==> src/lvs_pkg.sv <==
// shared constants and types for the low-voltage detect / standby block
// assumes a 32-bit APB master and an analog comparator bank outside
package lvs_pkg;

    // ****************************************
    // register indices (byte address = 4 x index)
    // ****************************************
    localparam logic [31:0] IDX_LV_CTRL = 32'h0000F730;
    localparam logic [31:0] IDX_LV_STATUS = 32'h0000F731;
    localparam logic [31:0] IDX_P7_DATA = 32'h0000FFDA;
    localparam logic [31:0] IDX_P1_FUNC = 32'h0000FFE0;
    localparam logic [31:0] IDX_P7_DIR = 32'h0000FFEA;
    localparam logic [31:0] IDX_SBY_CTRL1 = 32'h000FFFF0;
    localparam logic [31:0] IDX_SBY_CTRL2 = 32'h000FFFF1;
    localparam logic [31:0] IDX_EVT_STATUS = 32'h000FFF80;
    localparam logic [31:0] IDX_EVT_ENABLE = 32'h000FFF81;
    localparam logic [31:0] IDX_EVT_CLEAR = 32'h000FFF82;
    localparam logic [31:0] IDX_SLEEP_CMD = 32'h000FFF83;
    localparam logic [31:0] IDX_MODE_STAT = 32'h000FFF84;

    // ****************************************
    // field positions
    // ****************************************
    localparam int BIT_DET_EN = 7;
    localparam int BIT_LVL_SEL = 3;
    localparam int BIT_RST_EN = 2;
    localparam int BIT_FALL_IE = 1;
    localparam int BIT_RISE_IE = 0;
    localparam int BIT_FALL_FLAG = 1;
    localparam int BIT_RISE_FLAG = 0;
    localparam int BIT_LED = 4;
    localparam int BIT_P15_FUNC = 5;
    localparam int BIT_SOFT_STANDBY_SELECT = 7;
    localparam int BIT_STS_HI = 6;
    localparam int BIT_STS_LO = 4;
    localparam int BIT_DIRECT_TRANSFER_FLAG = 5;
    localparam int EVT_FALL = 0;
    localparam int EVT_RISE = 1;
    localparam int EVT_STANDBY = 2;
    localparam int EVT_WAKE = 3;
    localparam int EVT_W = 4;

    localparam int PRESCALE_W = 13;
    localparam int WAIT_W = 21;
    localparam logic [7:0] REG_RESET = 8'h00;
    localparam logic [2:0] STS_BASE_SEL = 3'h4;

    // ****************************************
    // types
    // ****************************************
    typedef struct packed {
        logic below_fall;     // supply at or below 3.7 V
        logic above_rise;     // supply at or above 4.0 V
        logic below_rst_lo;   // supply at or below 2.3 V
        logic below_rst_hi;   // supply at or below 3.6 V
    } lvs_cmp_s;

    typedef enum logic [1:0] {
        DET_IDLE = 2'b01,
        DET_ACTIVE = 2'b10
    } lvs_det_e;

    typedef enum logic [2:0] {
        PWR_ACTIVE = 3'b001,
        PWR_STANDBY = 3'b010,
        PWR_WAKING = 3'b100
    } lvs_pwr_e;

endpackage

==> src/lvs_top.sv <==
// low-voltage detect control/status, standby entry and port setup
// assumes comparator levels synchronous to pclk and one APB master
// How it works
// - 13-bit prescaler counts up by one every clock
// - control bit 7 enables detector; cleared keeps it idle
// - control bit 3 selects reset threshold: 0 low level, 1 high level
// - control bit 2 lets an under-threshold supply assert internal reset
// - control bit 1 enables interrupt on supply fall
// - control bit 0 enables interrupt on supply rise
// - status bit 1 sets when supply drops to fall level
// - status bit 0 sets on fall then recovery, rise enabled, before reset level
// - software clears the flags; handler clears its cause before return
// - fall or rise request drives the single external interrupt zero
// - rise request during standby wakes the device to active
// - port 7 data bit 4 sets the LED output level
// - port 7 direction bit 4 makes the LED pin output
// - port 1 mode bit 5 picks shared pin function; clear means port pin
// - sleep in active with soft standby set, direct transfer clear, enters standby
// - standby wait select bits set wake wait; pattern 100 gives 131072
//
// Our own choice: register access over APB.
`timescale 1ns/1ps
module lvs_top #(
    // wake wait is 2**(sel + WAIT_BASE_LOG2) cycles; shorten for simulation
    parameter int WAIT_BASE_LOG2 = 13
) (
    // clock and reset
    input wire logic pclk,
    input wire logic presetn,
    // apb slave
    input wire logic psel,
    input wire logic penable,
    input wire logic pwrite,
    input wire logic [31:0] paddr,
    input wire logic [31:0] pwdata,
    output logic [31:0] prdata,
    output logic pready,
    output logic pslverr,
    // analog comparators
    input wire lvs_pkg::lvs_cmp_s supply_cmp,
    // cpu side
    input wire logic sleep_exec,
    output logic undervolt_reset,
    output logic ext_interrupt_zero,
    output logic standby_mode,
    output logic event_irq,
    output logic [12:0] system_prescaler,
    // port pins
    input wire logic led_pin_i,
    output logic led_pin_level,
    output logic led_pin_oe_n,
    output logic ext_interrupt_one_sel
);

    // ****************************************
    // bus decode
    // ****************************************
    logic setup_phase;
    logic wr_access;
    logic [7:0] wdata8;
    logic hit_ctrl, hit_stat, hit_p7d, hit_p1f, hit_p7r, hit_sby1, hit_sby2;
    logic hit_evs, hit_eve, hit_evc, hit_slp, hit_mode, hit_any;
    logic [7:0] low_voltage_ctrl;
    logic [7:0] port7_output_data;
    logic [7:0] port1_pin_function;
    logic [7:0] port7_direction;
    logic [7:0] standby_ctrl_primary;
    logic [7:0] standby_ctrl_secondary;
    logic [lvs_pkg::EVT_W-1:0] evt_status;
    logic [lvs_pkg::EVT_W-1:0] evt_enable;
    logic supply_fall_flag;
    logic supply_rise_flag;
    lvs_pkg::lvs_det_e det_state;
    lvs_pkg::lvs_pwr_e pwr_state;

    assign setup_phase = psel && !penable;
    assign wr_access = psel && penable && pwrite;
    assign wdata8 = pwdata[7:0];
    assign hit_ctrl = paddr == {lvs_pkg::IDX_LV_CTRL[29:0], 2'b00};
    assign hit_stat = paddr == {lvs_pkg::IDX_LV_STATUS[29:0], 2'b00};
    assign hit_p7d = paddr == {lvs_pkg::IDX_P7_DATA[29:0], 2'b00};
    assign hit_p1f = paddr == {lvs_pkg::IDX_P1_FUNC[29:0], 2'b00};
    assign hit_p7r = paddr == {lvs_pkg::IDX_P7_DIR[29:0], 2'b00};
    assign hit_sby1 = paddr == {lvs_pkg::IDX_SBY_CTRL1[29:0], 2'b00};
    assign hit_sby2 = paddr == {lvs_pkg::IDX_SBY_CTRL2[29:0], 2'b00};
    assign hit_evs = paddr == {lvs_pkg::IDX_EVT_STATUS[29:0], 2'b00};
    assign hit_eve = paddr == {lvs_pkg::IDX_EVT_ENABLE[29:0], 2'b00};
    assign hit_evc = paddr == {lvs_pkg::IDX_EVT_CLEAR[29:0], 2'b00};
    assign hit_slp = paddr == {lvs_pkg::IDX_SLEEP_CMD[29:0], 2'b00};
    assign hit_mode = paddr == {lvs_pkg::IDX_MODE_STAT[29:0], 2'b00};
    assign hit_any = hit_ctrl | hit_stat | hit_p7d | hit_p1f | hit_p7r | hit_sby1
        | hit_sby2 | hit_evs | hit_eve | hit_evc | hit_slp | hit_mode;

    // zero wait states: read data is caught in the setup cycle
    assign pready = psel && penable;
    assign pslverr = psel && penable && !hit_any;

    always_ff @(posedge pclk or negedge presetn) begin
        if (!presetn) begin
            prdata <= 32'h00000000;
        end else if (setup_phase && !pwrite) begin
            prdata <= 32'h00000000;
            case (1'b1)
                hit_ctrl: prdata[7:0] <= low_voltage_ctrl;
                hit_stat: prdata[7:0] <= {6'h00, supply_fall_flag, supply_rise_flag};
                hit_p7d: prdata[7:0] <= port7_output_data;
                hit_p1f: prdata[7:0] <= port1_pin_function;
                hit_p7r: prdata[7:0] <= port7_direction;
                hit_sby1: prdata[7:0] <= standby_ctrl_primary;
                hit_sby2: prdata[7:0] <= standby_ctrl_secondary;
                hit_evs: prdata[lvs_pkg::EVT_W-1:0] <= evt_status;
                hit_eve: prdata[lvs_pkg::EVT_W-1:0] <= evt_enable;
                hit_mode: prdata[2:0] <= pwr_state;
                default: prdata <= 32'h00000000;
            endcase
        end
    end

    // ****************************************
    // plain control registers
    // ****************************************
    always_ff @(posedge pclk or negedge presetn) begin
        if (!presetn) begin
            low_voltage_ctrl <= lvs_pkg::REG_RESET;
            port7_output_data <= lvs_pkg::REG_RESET;
            port1_pin_function <= lvs_pkg::REG_RESET;
            port7_direction <= lvs_pkg::REG_RESET;
            standby_ctrl_primary <= lvs_pkg::REG_RESET;
            standby_ctrl_secondary <= lvs_pkg::REG_RESET;
            evt_enable <= '0;
        end else if (wr_access) begin
            if (hit_ctrl) low_voltage_ctrl <= wdata8;
            if (hit_p7d) port7_output_data <= wdata8;
            if (hit_p1f) port1_pin_function <= wdata8;
            if (hit_p7r) port7_direction <= wdata8;
            if (hit_sby1) standby_ctrl_primary <= wdata8;
            if (hit_sby2) standby_ctrl_secondary <= wdata8;
            if (hit_eve) evt_enable <= pwdata[lvs_pkg::EVT_W-1:0];
        end
    end

    // ****************************************
    // prescaler
    // ****************************************
    always_ff @(posedge pclk or negedge presetn) begin
        if (!presetn) begin
            system_prescaler <= '0;
        end else begin
            system_prescaler <= system_prescaler + 13'h0001;
        end
    end

    // ****************************************
    // detector
    // ****************************************
    logic detector_enable, reset_level_select, undervolt_reset_enable;
    logic fall_irq_enable, rise_irq_enable;
    logic det_on, below_reset, fall_seen, fall_event, rise_event;
    logic clr_fall, clr_rise;

    assign detector_enable = low_voltage_ctrl[lvs_pkg::BIT_DET_EN];
    assign reset_level_select = low_voltage_ctrl[lvs_pkg::BIT_LVL_SEL];
    assign undervolt_reset_enable = low_voltage_ctrl[lvs_pkg::BIT_RST_EN];
    assign fall_irq_enable = low_voltage_ctrl[lvs_pkg::BIT_FALL_IE];
    assign rise_irq_enable = low_voltage_ctrl[lvs_pkg::BIT_RISE_IE];

    always_ff @(posedge pclk or negedge presetn) begin
        if (!presetn) begin
            det_state <= lvs_pkg::DET_IDLE;
        end else begin
            case (det_state)
                lvs_pkg::DET_IDLE: if (detector_enable) det_state <= lvs_pkg::DET_ACTIVE;
                lvs_pkg::DET_ACTIVE: if (!detector_enable) det_state <= lvs_pkg::DET_IDLE;
                default: det_state <= lvs_pkg::DET_IDLE;
            endcase
        end
    end

    assign det_on = det_state == lvs_pkg::DET_ACTIVE;
    // threshold picks the comparator that sets the reset level
    assign below_reset = det_on && (reset_level_select ? supply_cmp.below_rst_hi
        : supply_cmp.below_rst_lo);
    assign undervolt_reset = below_reset && undervolt_reset_enable;

    // fall seen and not yet followed by reset level: arms the rise flag
    always_ff @(posedge pclk or negedge presetn) begin
        if (!presetn) begin
            fall_seen <= 1'b0;
        end else if (!det_on || below_reset || !rise_irq_enable) begin
            fall_seen <= 1'b0;
        end else if (supply_cmp.below_fall) begin
            fall_seen <= 1'b1;
        end else if (supply_cmp.above_rise) begin
            fall_seen <= 1'b0;
        end
    end

    assign fall_event = det_on && supply_cmp.below_fall;
    assign rise_event = fall_seen && supply_cmp.above_rise && !below_reset;
    // a write of 0 clears the flag; a write of 1 leaves it
    assign clr_fall = wr_access && hit_stat && !wdata8[lvs_pkg::BIT_FALL_FLAG];
    assign clr_rise = wr_access && hit_stat && !wdata8[lvs_pkg::BIT_RISE_FLAG];

    // set wins over clear so a fall at the clear edge is not lost
    always_ff @(posedge pclk or negedge presetn) begin
        if (!presetn) begin
            supply_fall_flag <= 1'b0;
        end else if (fall_event) begin
            supply_fall_flag <= 1'b1;
        end else if (clr_fall) begin
            supply_fall_flag <= 1'b0;
        end
    end

    always_ff @(posedge pclk or negedge presetn) begin
        if (!presetn) begin
            supply_rise_flag <= 1'b0;
        end else if (rise_event) begin
            supply_rise_flag <= 1'b1;
        end else if (clr_rise) begin
            supply_rise_flag <= 1'b0;
        end
    end

    logic fall_req, rise_req;
    assign fall_req = supply_fall_flag && fall_irq_enable;
    assign rise_req = supply_rise_flag && rise_irq_enable;
    assign ext_interrupt_zero = fall_req || rise_req;

    // ****************************************
    // standby control
    // ****************************************
    logic soft_standby_select, direct_transfer_flag, enter_standby, wake_done;
    logic [2:0] wait_sel;
    logic [lvs_pkg::WAIT_W-1:0] wait_cnt;
    logic [lvs_pkg::WAIT_W-1:0] wait_target;

    assign soft_standby_select = standby_ctrl_primary[lvs_pkg::BIT_SOFT_STANDBY_SELECT];
    assign direct_transfer_flag = standby_ctrl_secondary[lvs_pkg::BIT_DIRECT_TRANSFER_FLAG];
    assign wait_sel = standby_ctrl_primary[lvs_pkg::BIT_STS_HI:lvs_pkg::BIT_STS_LO];
    // one select step doubles the wait; base pattern gives 2**17 cycles
    assign wait_target = lvs_pkg::WAIT_W'(1) << (WAIT_BASE_LOG2 + int'(wait_sel));
    assign enter_standby = (pwr_state == lvs_pkg::PWR_ACTIVE) && sleep_exec
        && soft_standby_select && !direct_transfer_flag;
    assign wake_done = (pwr_state == lvs_pkg::PWR_WAKING)
        && (wait_cnt == wait_target - lvs_pkg::WAIT_W'(1));

    always_ff @(posedge pclk or negedge presetn) begin
        if (!presetn) begin
            pwr_state <= lvs_pkg::PWR_ACTIVE;
        end else begin
            case (pwr_state)
                lvs_pkg::PWR_ACTIVE: if (enter_standby) pwr_state <= lvs_pkg::PWR_STANDBY;
                lvs_pkg::PWR_STANDBY: if (rise_req) pwr_state <= lvs_pkg::PWR_WAKING;
                lvs_pkg::PWR_WAKING: if (wake_done) pwr_state <= lvs_pkg::PWR_ACTIVE;
                default: pwr_state <= lvs_pkg::PWR_ACTIVE;
            endcase
        end
    end

    always_ff @(posedge pclk or negedge presetn) begin
        if (!presetn) begin
            wait_cnt <= '0;
        end else if (pwr_state == lvs_pkg::PWR_WAKING) begin
            wait_cnt <= wait_cnt + lvs_pkg::WAIT_W'(1);
        end else begin
            wait_cnt <= '0;
        end
    end

    // oscillator still counts the wake wait, so standby covers both states
    assign standby_mode = pwr_state != lvs_pkg::PWR_ACTIVE;

    // ****************************************
    // event interrupt
    // ****************************************
    logic [lvs_pkg::EVT_W-1:0] evt_set;
    logic [lvs_pkg::EVT_W-1:0] evt_clr;
    assign evt_set = {wake_done, enter_standby, rise_event, fall_event};
    assign evt_clr = (wr_access && hit_evc) ? pwdata[lvs_pkg::EVT_W-1:0] : '0;

    genvar gi;
    generate
        for (gi = 0; gi < lvs_pkg::EVT_W; gi++) begin : g_evt
            always_ff @(posedge pclk or negedge presetn) begin
                if (!presetn) begin
                    evt_status[gi] <= 1'b0;
                end else if (evt_set[gi]) begin
                    evt_status[gi] <= 1'b1;
                end else if (evt_clr[gi]) begin
                    evt_status[gi] <= 1'b0;
                end
            end
        end
    endgenerate

    assign event_irq = |(evt_status & evt_enable);

    // ****************************************
    // port pins
    // ****************************************
    assign led_pin_level = port7_output_data[lvs_pkg::BIT_LED];
    assign led_pin_oe_n = !port7_direction[lvs_pkg::BIT_LED];
    // cleared keeps the shared pin a general port pin
    assign ext_interrupt_one_sel = port1_pin_function[lvs_pkg::BIT_P15_FUNC];

    // ****************************************
    // checks
    // ****************************************
    logic led_in_unused;
    assign led_in_unused = led_pin_i;

    // first edge after release has no counted step behind it
    prescale_step_a: assert property (@(posedge pclk) disable iff (!presetn)
        $past(presetn) |-> system_prescaler == $past(system_prescaler) + 13'h0001)
        else $error("prescaler did not step by one");

    det_idle_a: assert property (@(posedge pclk) disable iff (!presetn)
        !detector_enable |=> !det_on)
        else $error("detector active while disabled");

    reset_level_a: assert property (@(posedge pclk) disable iff (!presetn)
        (det_on && undervolt_reset_enable && !reset_level_select && supply_cmp.below_rst_lo)
        |-> undervolt_reset)
        else $error("low reset level not honoured");

    reset_gate_a: assert property (@(posedge pclk) disable iff (!presetn)
        !undervolt_reset_enable |-> !undervolt_reset)
        else $error("reset while gated off");

    fall_set_a: assert property (@(posedge pclk) disable iff (!presetn)
        fall_event |=> supply_fall_flag)
        else $error("fall flag not set");

    rise_cause_a: assert property (@(posedge pclk) disable iff (!presetn)
        $rose(supply_rise_flag) |-> $past(fall_seen) && $past(supply_cmp.above_rise))
        else $error("rise flag without fall and recovery");

    flag_sticky_a: assert property (@(posedge pclk) disable iff (!presetn)
        supply_fall_flag && !clr_fall |=> supply_fall_flag)
        else $error("fall flag dropped without clear");

    irq_zero_a: assert property (@(posedge pclk) disable iff (!presetn)
        ext_interrupt_zero == ((supply_fall_flag && fall_irq_enable)
        || (supply_rise_flag && rise_irq_enable)))
        else $error("interrupt zero mismatch");

    wake_a: assert property (@(posedge pclk) disable iff (!presetn)
        (pwr_state == lvs_pkg::PWR_STANDBY) && rise_req |=> pwr_state == lvs_pkg::PWR_WAKING)
        else $error("rise did not start wake");

    standby_entry_a: assert property (@(posedge pclk) disable iff (!presetn)
        enter_standby |=> standby_mode ##0 evt_status[lvs_pkg::EVT_STANDBY])
        else $error("standby not entered");

    led_a: assert property (@(posedge pclk) disable iff (!presetn)
        wr_access && hit_p7d |=> led_pin_level == $past(wdata8[lvs_pkg::BIT_LED]))
        else $error("led level not written");

    fall_gate_a: assert property (@(posedge pclk) disable iff (!presetn)
        !fall_irq_enable && !supply_rise_flag |-> !ext_interrupt_zero)
        else $error("fall request while disabled");

    rise_gate_a: assert property (@(posedge pclk) disable iff (!presetn)
        !rise_irq_enable && !supply_fall_flag |-> !ext_interrupt_zero)
        else $error("rise request while disabled");

    led_dir_a: assert property (@(posedge pclk) disable iff (!presetn)
        led_pin_oe_n != port7_direction[lvs_pkg::BIT_LED])
        else $error("led direction mismatch");

    standby_cov: cover property (@(posedge pclk) disable iff (!presetn) enter_standby);
    uv_reset_cov: cover property (@(posedge pclk) disable iff (!presetn) $rose(undervolt_reset));
    fall_cov: cover property (@(posedge pclk) disable iff (!presetn) $rose(supply_fall_flag));
    rise_cov: cover property (@(posedge pclk) disable iff (!presetn) $rose(supply_rise_flag));
    wake_cov: cover property (@(posedge pclk) disable iff (!presetn) wake_done);

endmodule // lvs_top

==> config.mk <==
export PLATFORM = sky130hd
export DESIGN_NAME = lvs_top
export DESIGN_NICKNAME = d
export VERILOG_FILES = /design/src/lvs_pkg.sv /design/src/lvs_top.sv
export SDC_FILE = /design/constraint.sdc
export NUM_CORES = 1
export LEC_CHECK = 0
export ABC_AREA = 0
export BUFFER_PORTS_ARGS = -buffer_cell sky130_fd_sc_hd__buf_4
export CAP_MARGIN = 15
export CORE_MARGIN = 3
export CORE_UTILIZATION = 57
export CTS_BUF_LIST = sky130_fd_sc_hd__clkbuf_8
export DETAILED_ROUTE_END_ITERATION = 10
export PLACE_DENSITY = 0.86
export REMOVE_ABC_BUFFERS = 1
export SLEW_MARGIN = 20
export SYNTH_ARGS = -nofsm -noshare
export SYNTH_HDL_FRONTEND = slang
export SYNTH_SLANG_ARGS = --single-unit
==> constraint.sdc <==
create_clock -name pclk -period 4.55 [get_ports pclk]
set_input_delay 0.455 -clock pclk [delete_from_list [all_inputs] [get_ports pclk]]
set_output_delay 0.455 -clock pclk [all_outputs]
set_load 0.05 [all_outputs]
==> impl_metrics.json, run 1 <==
{
  "status": "completed",
  "synth.yosys.seq_area_share_pct": 42.6,
  "synth_top_cell_by_area": "dfrtp_1",
  "ys_seq_elements": 106,
  "async_reset_ff_share_pct": 100,
  "vias_per_cell": 6.23,
  "wirelength_um": 16300,
  "ys_warn_count": 0,
  "die_height_um": 111,
  "headroom_to_the_max_slew_limit_pct": 40.5,
  "drt_iter0_markers": 318,
  "postSynthCellCount": 643,
  "dp_hpwl_um": 12200,
  "postRouteAntennaNets": 0,
  "critical_path_arrival_ns": 2.93,
  "min_period_over_period_pct": 74.5,
  "rsz_0062_raised_after_global_routing": "no",
  "place.gp.congestion": 0.916,
  "grt_antenna_before_repair": 0,
  "maximum_number_of_pins_on_one_net_before_global_route_repair": 69,
  "synth_largest_type_area_fraction_pct": 41.7,
  "grt_overflow_total": 0,
  "port-buffer-count": 79,
  "diodes": 0,
  "grt_first_pass_wirelength_um": 26600,
  "critPathBufInv": 2,
  "crit_path_max_incr_delay_ns": 0.72,
  "cts.repair.resized": 0,
  "cp-start-kind": "primary input",
  "routed-via-count": 5335,
  "setup_total_negative_slack_ns": 0,
  "cts.path.max_buffers": 2,
  "pin_count": 129,
  "placedCellCount": 841,
  "clk-insertion-delay-late_ns": 0.37,
  "setup_violations_final": 0,
  "maxCapViolCount": 0,
  "drt_first_pass_iters": 5,
  "floorplan.initialDensity_pct": 59.6,
  "clk_transition_reported_paths_ns": 0.10,
  "setup.worst_path.class": "in2out",
  "cts_tree": "done",
  "timing.critical_path.slowest_stage_cell": "or4_1",
  "mostFrequentLayoutCell": "dfrtp_1",
  "grt.total_usage_pct": 26.7,
  "cp_data_required_time_ns": 4.09,
  "synth.cell_area_mm2": 0.00624,
  "core.rowCount": 37,
  "hold_buffers": 0,
  "top_cells_by_area_synth": "dfrtp_1, mux2_2, xnor2_1, buf_4, nand2_1",
  "power_dens_cells_mw_per_mm2": 232,
  "tritoncts_num_sinks": 106,
  "drive_above_1_share_pct": 24.9,
  "critical_path.top_delay_family": "simple AND/OR/NAND/NOR gates",
  "ir_drop_mv": 0.247,
  "p_leak_nw": 3.22,
  "post_drt_wl_per_cell_um": 19.1,
  "post-layout-total-power_mw": 1.64,
  "type_of_element_capturing_the_critical_path": "output port",
  "total_count_of_max_transition_violations_in_the_final_report": 0,
  "drcViolationCount": 0,
  "worst_pin_slew_ns": 0.884,
  "holdCritPathClass": "in2async",
  "clock.fmax_ghz": 0.295,
  "cts_setup_buffers": 0,
  "final-instance-count-excl-fill": 856,
  "tritoncts.num_buffers": 9,
  "dieWidth_um": 111,
  "first_global_vias": 5266,
  "cts-htree-levels": 3,
  "ys_dominant_reg_cell": "dfrtp_1",
  "r2r_start": "standby_ctrl_primary[4]",
  "synth_edf_count": 0,
  "cts-root-buf": "clkbuf_8",
  "die_area_mm2": 0.0122,
  "area_delta_synth_final_pct": 13.2,
  "synthesized_area_divided_by_synthesized_cell_count_um2": 9.70,
  "path_cells": "buf_4, or4_1, or4_4, or4_1, nand4b_1, nor3_1, buf_4",
  "design.final.nets": 796,
  "clock-skew-final_ns": 0.00743,
  "post_synth_num_cell_types": 68,
  "final.min_clock_period_ns": 3.39,
  "placeableCoreArea_mm2": 0.0105,
  "mostFrequentLayoutCells": "dfrtp_1, buf_4, mux2_2, nand2_1, nor2_1",
  "crit_path_max_fanout": 8,
  "timing.final.hold_violations": 0,
  "startpoint": "paddr[26]"
}
==> kinds of logic after synthesis <==
family | share of synthesized area [%]
adder cells (fa/ha/maj) | 1.00
multiplexers | 10.9
XOR/XNOR | 5.61
AO/OA/AOI/OAI | 12.5
AND/OR/NAND/NOR | 21.9
flip-flops | 42.6
buffers and inverters | 5.39
other | 0.0601
==> Yosys cell counts (3+ instances only) <==
| master | n |
|---|---|
| nor3_1 | 18 |
| or4_1 | 7 |
| and3_1 | 17 |
| nand3_1 | 32 |
| nand4b_1 | 3 |
| a32o_1 | 3 |
| a22oi_1 | 4 |
| nand2_1 | 47 |
| nor4_1 | 14 |
| nor2b_1 | 7 |
| a221o_1 | 4 |
| nor2_1 | 44 |
| nand4_1 | 13 |
| a211oi_1 | 3 |
| a31oi_1 | 7 |
| and2_1 | 3 |
| a21oi_1 | 26 |
| xor2_1 | 12 |
| xnor2_1 | 28 |
| o21ai_0 | 29 |
| a2111oi_0 | 3 |
| buf_4 | 24 |
| ha_1 | 5 |
| nand2b_1 | 8 |
| mux2_2 | 58 |
| or3_1 | 8 |
| inv_1 | 15 |
| mux2i_1 | 3 |
| o31ai_1 | 3 |
| clkbuf_1 | 22 |
| or2_2 | 3 |
| a22o_1 | 9 |
| dfrtp_1 | 104 |
| o21ai_1 | 7 |
==> sequential cells by signal (all words and copies together), names as in the netlist <==
name and count:
wait_cnt 21, system_prescaler 13, low_voltage_ctrl 8, port1_pin_function 8
port7_direction 8, port7_output_data 8, prdata 8, standby_ctrl_primary 8
standby_ctrl_secondary 8, evt_enable 4, evt_status 4, pwr_state 3
det_state 2, fall_seen 1, supply_fall_flag 1, supply_rise_flag 1
==> final cells by class <==
cell class | instances | area (µm²)
fill | 838 | 3400
timing repair buffer | 89 | 668
clock buffer | 9 | 124
clock inverter | 6 | 52.6
sequential | 106 | 2660
inverter | 15 | 56.3
tap | 136 | 170
multi-input combinational | 495 | 3340
==> power breakdown <==
group          switching [mW]  total [mW]  leakage [nW]  internal [mW]
Clock                   0.331       0.536        0.0891          0.205
Sequential            0.00311       0.948          1.44          0.945
Combinational           0.111       0.152          1.68         0.0414
==> path summary, 6_finish.rpt <==
| kind | to | slack [ns] | cells after the start |
|---|---|---|---|
| min in group pclk | supply_fall_flag | 0.30 | 3 |
| setup / recovery | pslverr | 1.16 | 7 |
| hold / removal | wait_cnt[6] | 0.18 | 1 |
| setup reg to reg | pwr_state[2] | 1.30 | 11 |
| hold reg to reg | det_state[0] | 0.47 | 1 |
| max in group asynchronous | wait_cnt[14] | 3.33 | 2 |
==> routing by layer <==
layer  part of all wire (%)  vias up  track usage [%]
li1                       -     2456                -
met1                     42     2599             35.2
met4                    2.8        0             10.7
met2                     48      236             42.4
met3                    7.3       44             6.52
met5                      0        -                0
==> through the flow <==
stage                     hold WS, ns  area, µm²  worst slack [ns]  utilization (%)
after global routing            0.239       7070              1.07             67.5
after detailed placement        0.449       6880              1.18             65.8
final                           0.176       7070              1.16             67.5
after CTS                       0.217       7060              1.18             67.5
after global placement          0.441       6880              1.21             65.8
after floorplan                 0.159       6050              1.24                -
No activity file was read; power rests on OpenSTA's default activity.
==> inputs of run 2 (changes only) <==
--- a/config.mk
+++ b/config.mk
@@ -5,14 +5,14 @@
 export SDC_FILE = /design/constraint.sdc
 export NUM_CORES = 1
 export LEC_CHECK = 0
-export ABC_AREA = 0
+export ABC_AREA = 1
 export BUFFER_PORTS_ARGS = -buffer_cell sky130_fd_sc_hd__buf_4
 export CAP_MARGIN = 15
 export CORE_MARGIN = 3
 export CORE_UTILIZATION = 57
 export CTS_BUF_LIST = sky130_fd_sc_hd__clkbuf_8
 export DETAILED_ROUTE_END_ITERATION = 10
-export PLACE_DENSITY = 0.86
+export PLACE_DENSITY = 0.85
 export REMOVE_ABC_BUFFERS = 1
 export SLEW_MARGIN = 20
 export SYNTH_ARGS = -nofsm -noshare
==> constraint.sdc (replaced) <==
create_clock -name pclk -period 3.5 [get_ports pclk]
set_input_delay 0.35 -clock pclk [delete_from_list [all_inputs] [get_ports pclk]]
set_output_delay 0.35 -clock pclk [all_outputs]
set_load 0.05 [all_outputs]
==> impl_metrics.json, run 2 <==
{
  "status": "finished with violations",
  "violations": "hold timing",
  "top_cells_by_area_synth": "dfrtp_1, nand2_1, inv_1, o21ai_0, nor2_1",
  "clk-insertion-delay-late_ns": 0.38,
  "synth_compound_gate_area_share_pct": 11.0,
  "floorplan.initialDensity_pct": 58.8,
  "synth-xor-area-share_pct": 2.60,
  "clock.fmax_ghz": 0.324,
  "setup_total_negative_slack_ns": 0,
  "drt_iter0_markers": 453,
  "grt_antenna_before_repair": 0,
  "layout.area.seq_mm2": 0.00266,
  "grt_first_pass_wirelength_um": 26900,
  "post_synth_most_frequent_cells": "nand2_1, inv_1, dfrtp_1",
  "post-layout-total-power_mw": 2.24,
  "ys_warn_count": 0,
  "post_synth_and_or_nand_nor_area_fraction_pct": 33.2,
  "cts-root-buf": "clkbuf_8",
  "core.rowCount": 38,
  "r2r_start": "standby_ctrl_primary[5]",
  "clock-skew-final_ns": 0.0147,
  "post_synth_num_cell_types": 40,
  "pin_count": 129,
  "postSynthCellCount": 897,
  "dp_hpwl_um": 12100,
  "cts.path.max_buffers": 2,
  "synth_fa_ha_area_share_pct": 0.977,
  "mostFrequentLayoutCells": "nand2_1, inv_1, dfrtp_1, nor2_1, buf_4",
  "maximum_number_of_pins_on_one_net_before_global_route_repair": 81,
  "wirelength_um": 15800,
  "routed-via-count": 6000,
  "postRouteAntennaNets": 0,
  "synth_top_cell_by_area": "dfrtp_1",
  "crit_path_max_fanout": 12,
  "reg2reg_to": "pwr_state[0]",
  "grt.total_usage_pct": 26.0,
  "final_design_utilization_pct": 66.6,
  "ir_drop_mv": 0.195,
  "p_leak_nw": 3.66,
  "cp-start-kind": "flip-flop",
  "worst-r2r-setup-slack_ns": 0.41,
  "type_of_element_capturing_the_critical_path": "flip-flop",
  "drcViolationCount": 0,
  "holdCritPathClass": "in2async",
  "synthMostInstantiatedCell": "nand2_1",
  "diodes": 0,
  "synth_top_family_by_area": "simple AND/OR/NAND/NOR gates",
  "tritoncts.num_buffers": 9,
  "headroom_to_the_max_slew_limit_pct": 35.5,
  "hold_buffers": 0,
  "synth_mux_area_share_pct": 0.176,
  "setup_violations_final": 0,
  "cts-htree-levels": 3,
  "clk_transition_reported_paths_ns": 0.11,
  "async_reset_ff_share_pct": 100,
  "synth.cell_area_mm2": 0.00640,
  "grt_overflow_total": 0,
  "tritoncts_num_sinks": 106,
  "flip_flop_count_of_the_largest_register_all_copies_and_words_added": 21,
  "dieWidth_um": 112,
  "largest_registers": "wait_cnt (21), system_prescaler (13)",
  "hold_ws_ns": -0.0403,
  "area_delta_synth_final_pct": 13.3,
  "first_global_vias": 5684,
  "cts_tree": "done",
  "critical_path_arrival_ns": 3.40,
  "min_period_over_period_pct": 88.2,
  "final.min_clock_period_ns": 3.09,
  "ys_dominant_reg_cell": "dfrtp_1",
  "design.final.nets": 1059,
  "mostFrequentLayoutCell": "nand2_1",
  "setup.worst_path.class": "reg2reg",
  "cts_setup_buffers": 0,
  "synthesized_area_divided_by_synthesized_cell_count_um2": 7.14,
  "synth.yosys.seq_area_share_pct": 41.5,
  "multi_input_combinational_cell_area_mm2": 0.00316,
  "rsz_0062_raised_after_global_routing": "no",
  "maxCapViolCount": 0,
  "place.gp.congestion": 0.962,
  "worst_pin_slew_ns": 0.958,
  "cp_data_required_time_ns": 3.82,
  "synth_largest_type_area_fraction_pct": 40.6,
  "drt_first_pass_iters": 5,
  "timing.final.hold_violations": 7,
  "worst-r2r-cell-count": 17,
  "port-buffer-count": 79,
  "total_count_of_max_transition_violations_in_the_final_report": 0,
  "power_dens_cells_mw_per_mm2": 308,
  "drive_above_1_share_pct": 13.7,
  "cts.repair.resized": 0,
  "die_height_um": 112,
  "placeableCoreArea_mm2": 0.0109,
  "post_drt_wl_per_cell_um": 14.0,
  "synth_edf_count": 0,
  "fillers": 1005,
  "ys_seq_elements": 106,
  "largest-register": "wait_cnt",
  "die_area_mm2": 0.0125,
  "vias_per_cell": 5.34
}
-- run 2: cell types whose count changed after synthesis, moves of 9 or more --
cell      delta
a22o_1       -9
and3_1      -14
clkbuf_1    -15
inv_1       +95
mux2_2      -57
nand2_1    +175
nand3_1     +39
nand4_1      +9
nor2_1      +52
nor3_1      +17
o21ai_0     +46
xnor2_1     -26
-- run 2: routing by layer --
layer  up-vias  part of all wire (%)  track usage, %
met3        24                   6.8            3.32
met2       205                    48            44.4
met5         -                     0               0
li1       3026                     -               -
met1      2745                    43            35.2
met4         0                   1.7            6.73
-- run 2: cells by family after synthesis --
| logic type | Yosys count |
|---|---|
| AND/OR/NAND/NOR | 482 |
| AO/OA/AOI/OAI | 129 |
| XOR/XNOR | 19 |
| multiplexers | 1 |
| flip-flops | 106 |
| other | 1 |
| buffers and inverters | 154 |
| adder cells (fa/ha/maj) | 5 |
-- run 2: cell type report --
cell class / instances / area share, %
repair buffers: 85 / 8.85
flip-flops and latches: 106 / 36.6
inverters: 117 / 6.05
clock buffers: 9 / 1.71
multi-input cells: 660 / 43.5
well taps: 140 / 2.41
clock inverters: 7 / 0.862
-- run 2: stage by stage --
step / worst slack, ns / instance area [µm²] / instances
final: 0.413 / 7250 / 1124
after global routing: 0.158 / 7250 / 1124
after CTS: 0.437 / 7250 / 1124
after detailed placement: 0.461 / 7060 / 1108
after global placement: 0.547 / 7060 / 1108
after floorplan: 0.535 / 6250 / 883
-- run 2: power by group --
part	switching, mW	total, mW	leakage, nW	internal, mW
registers	0.00551	1.24	1.44	1.24
logic	0.179	0.253	2.13	0.0743
clock network	0.467	0.741	0.0952	0.273
-- run 2: worst max path at each step --
stage	start	end	cells after the start
final	standby_ctrl_primary[5]	pwr_state[0]	17
after global routing	standby_ctrl_primary[5]	pwr_state[0]	17
after CTS	standby_ctrl_primary[5]	pwr_state[0]	17
after detailed placement	standby_ctrl_primary[5]	pwr_state[0]	17
after global placement	standby_ctrl_primary[5]	pwr_state[0]	17
after floorplan	paddr[0]	pslverr	10
-- run 2: critical path, cell delays in order, from the launching register on --
cell	delay, ns
dfrtp_1	0.58
nand2_4	0.15
ha_1	0.54
nand4_1	0.18
ha_1	0.32
xor2_1	0.21
o211ai_1	0.11
nor2_1	0.10
nand2_1	0.06
nor2_1	0.13
nand2_1	0.06
nor2_1	0.09
nand2_1	0.06
nor2_1	0.09
nand2_1	0.09
nand2_1	0.09
nand2_1	0.07
o21bai_2	0.10
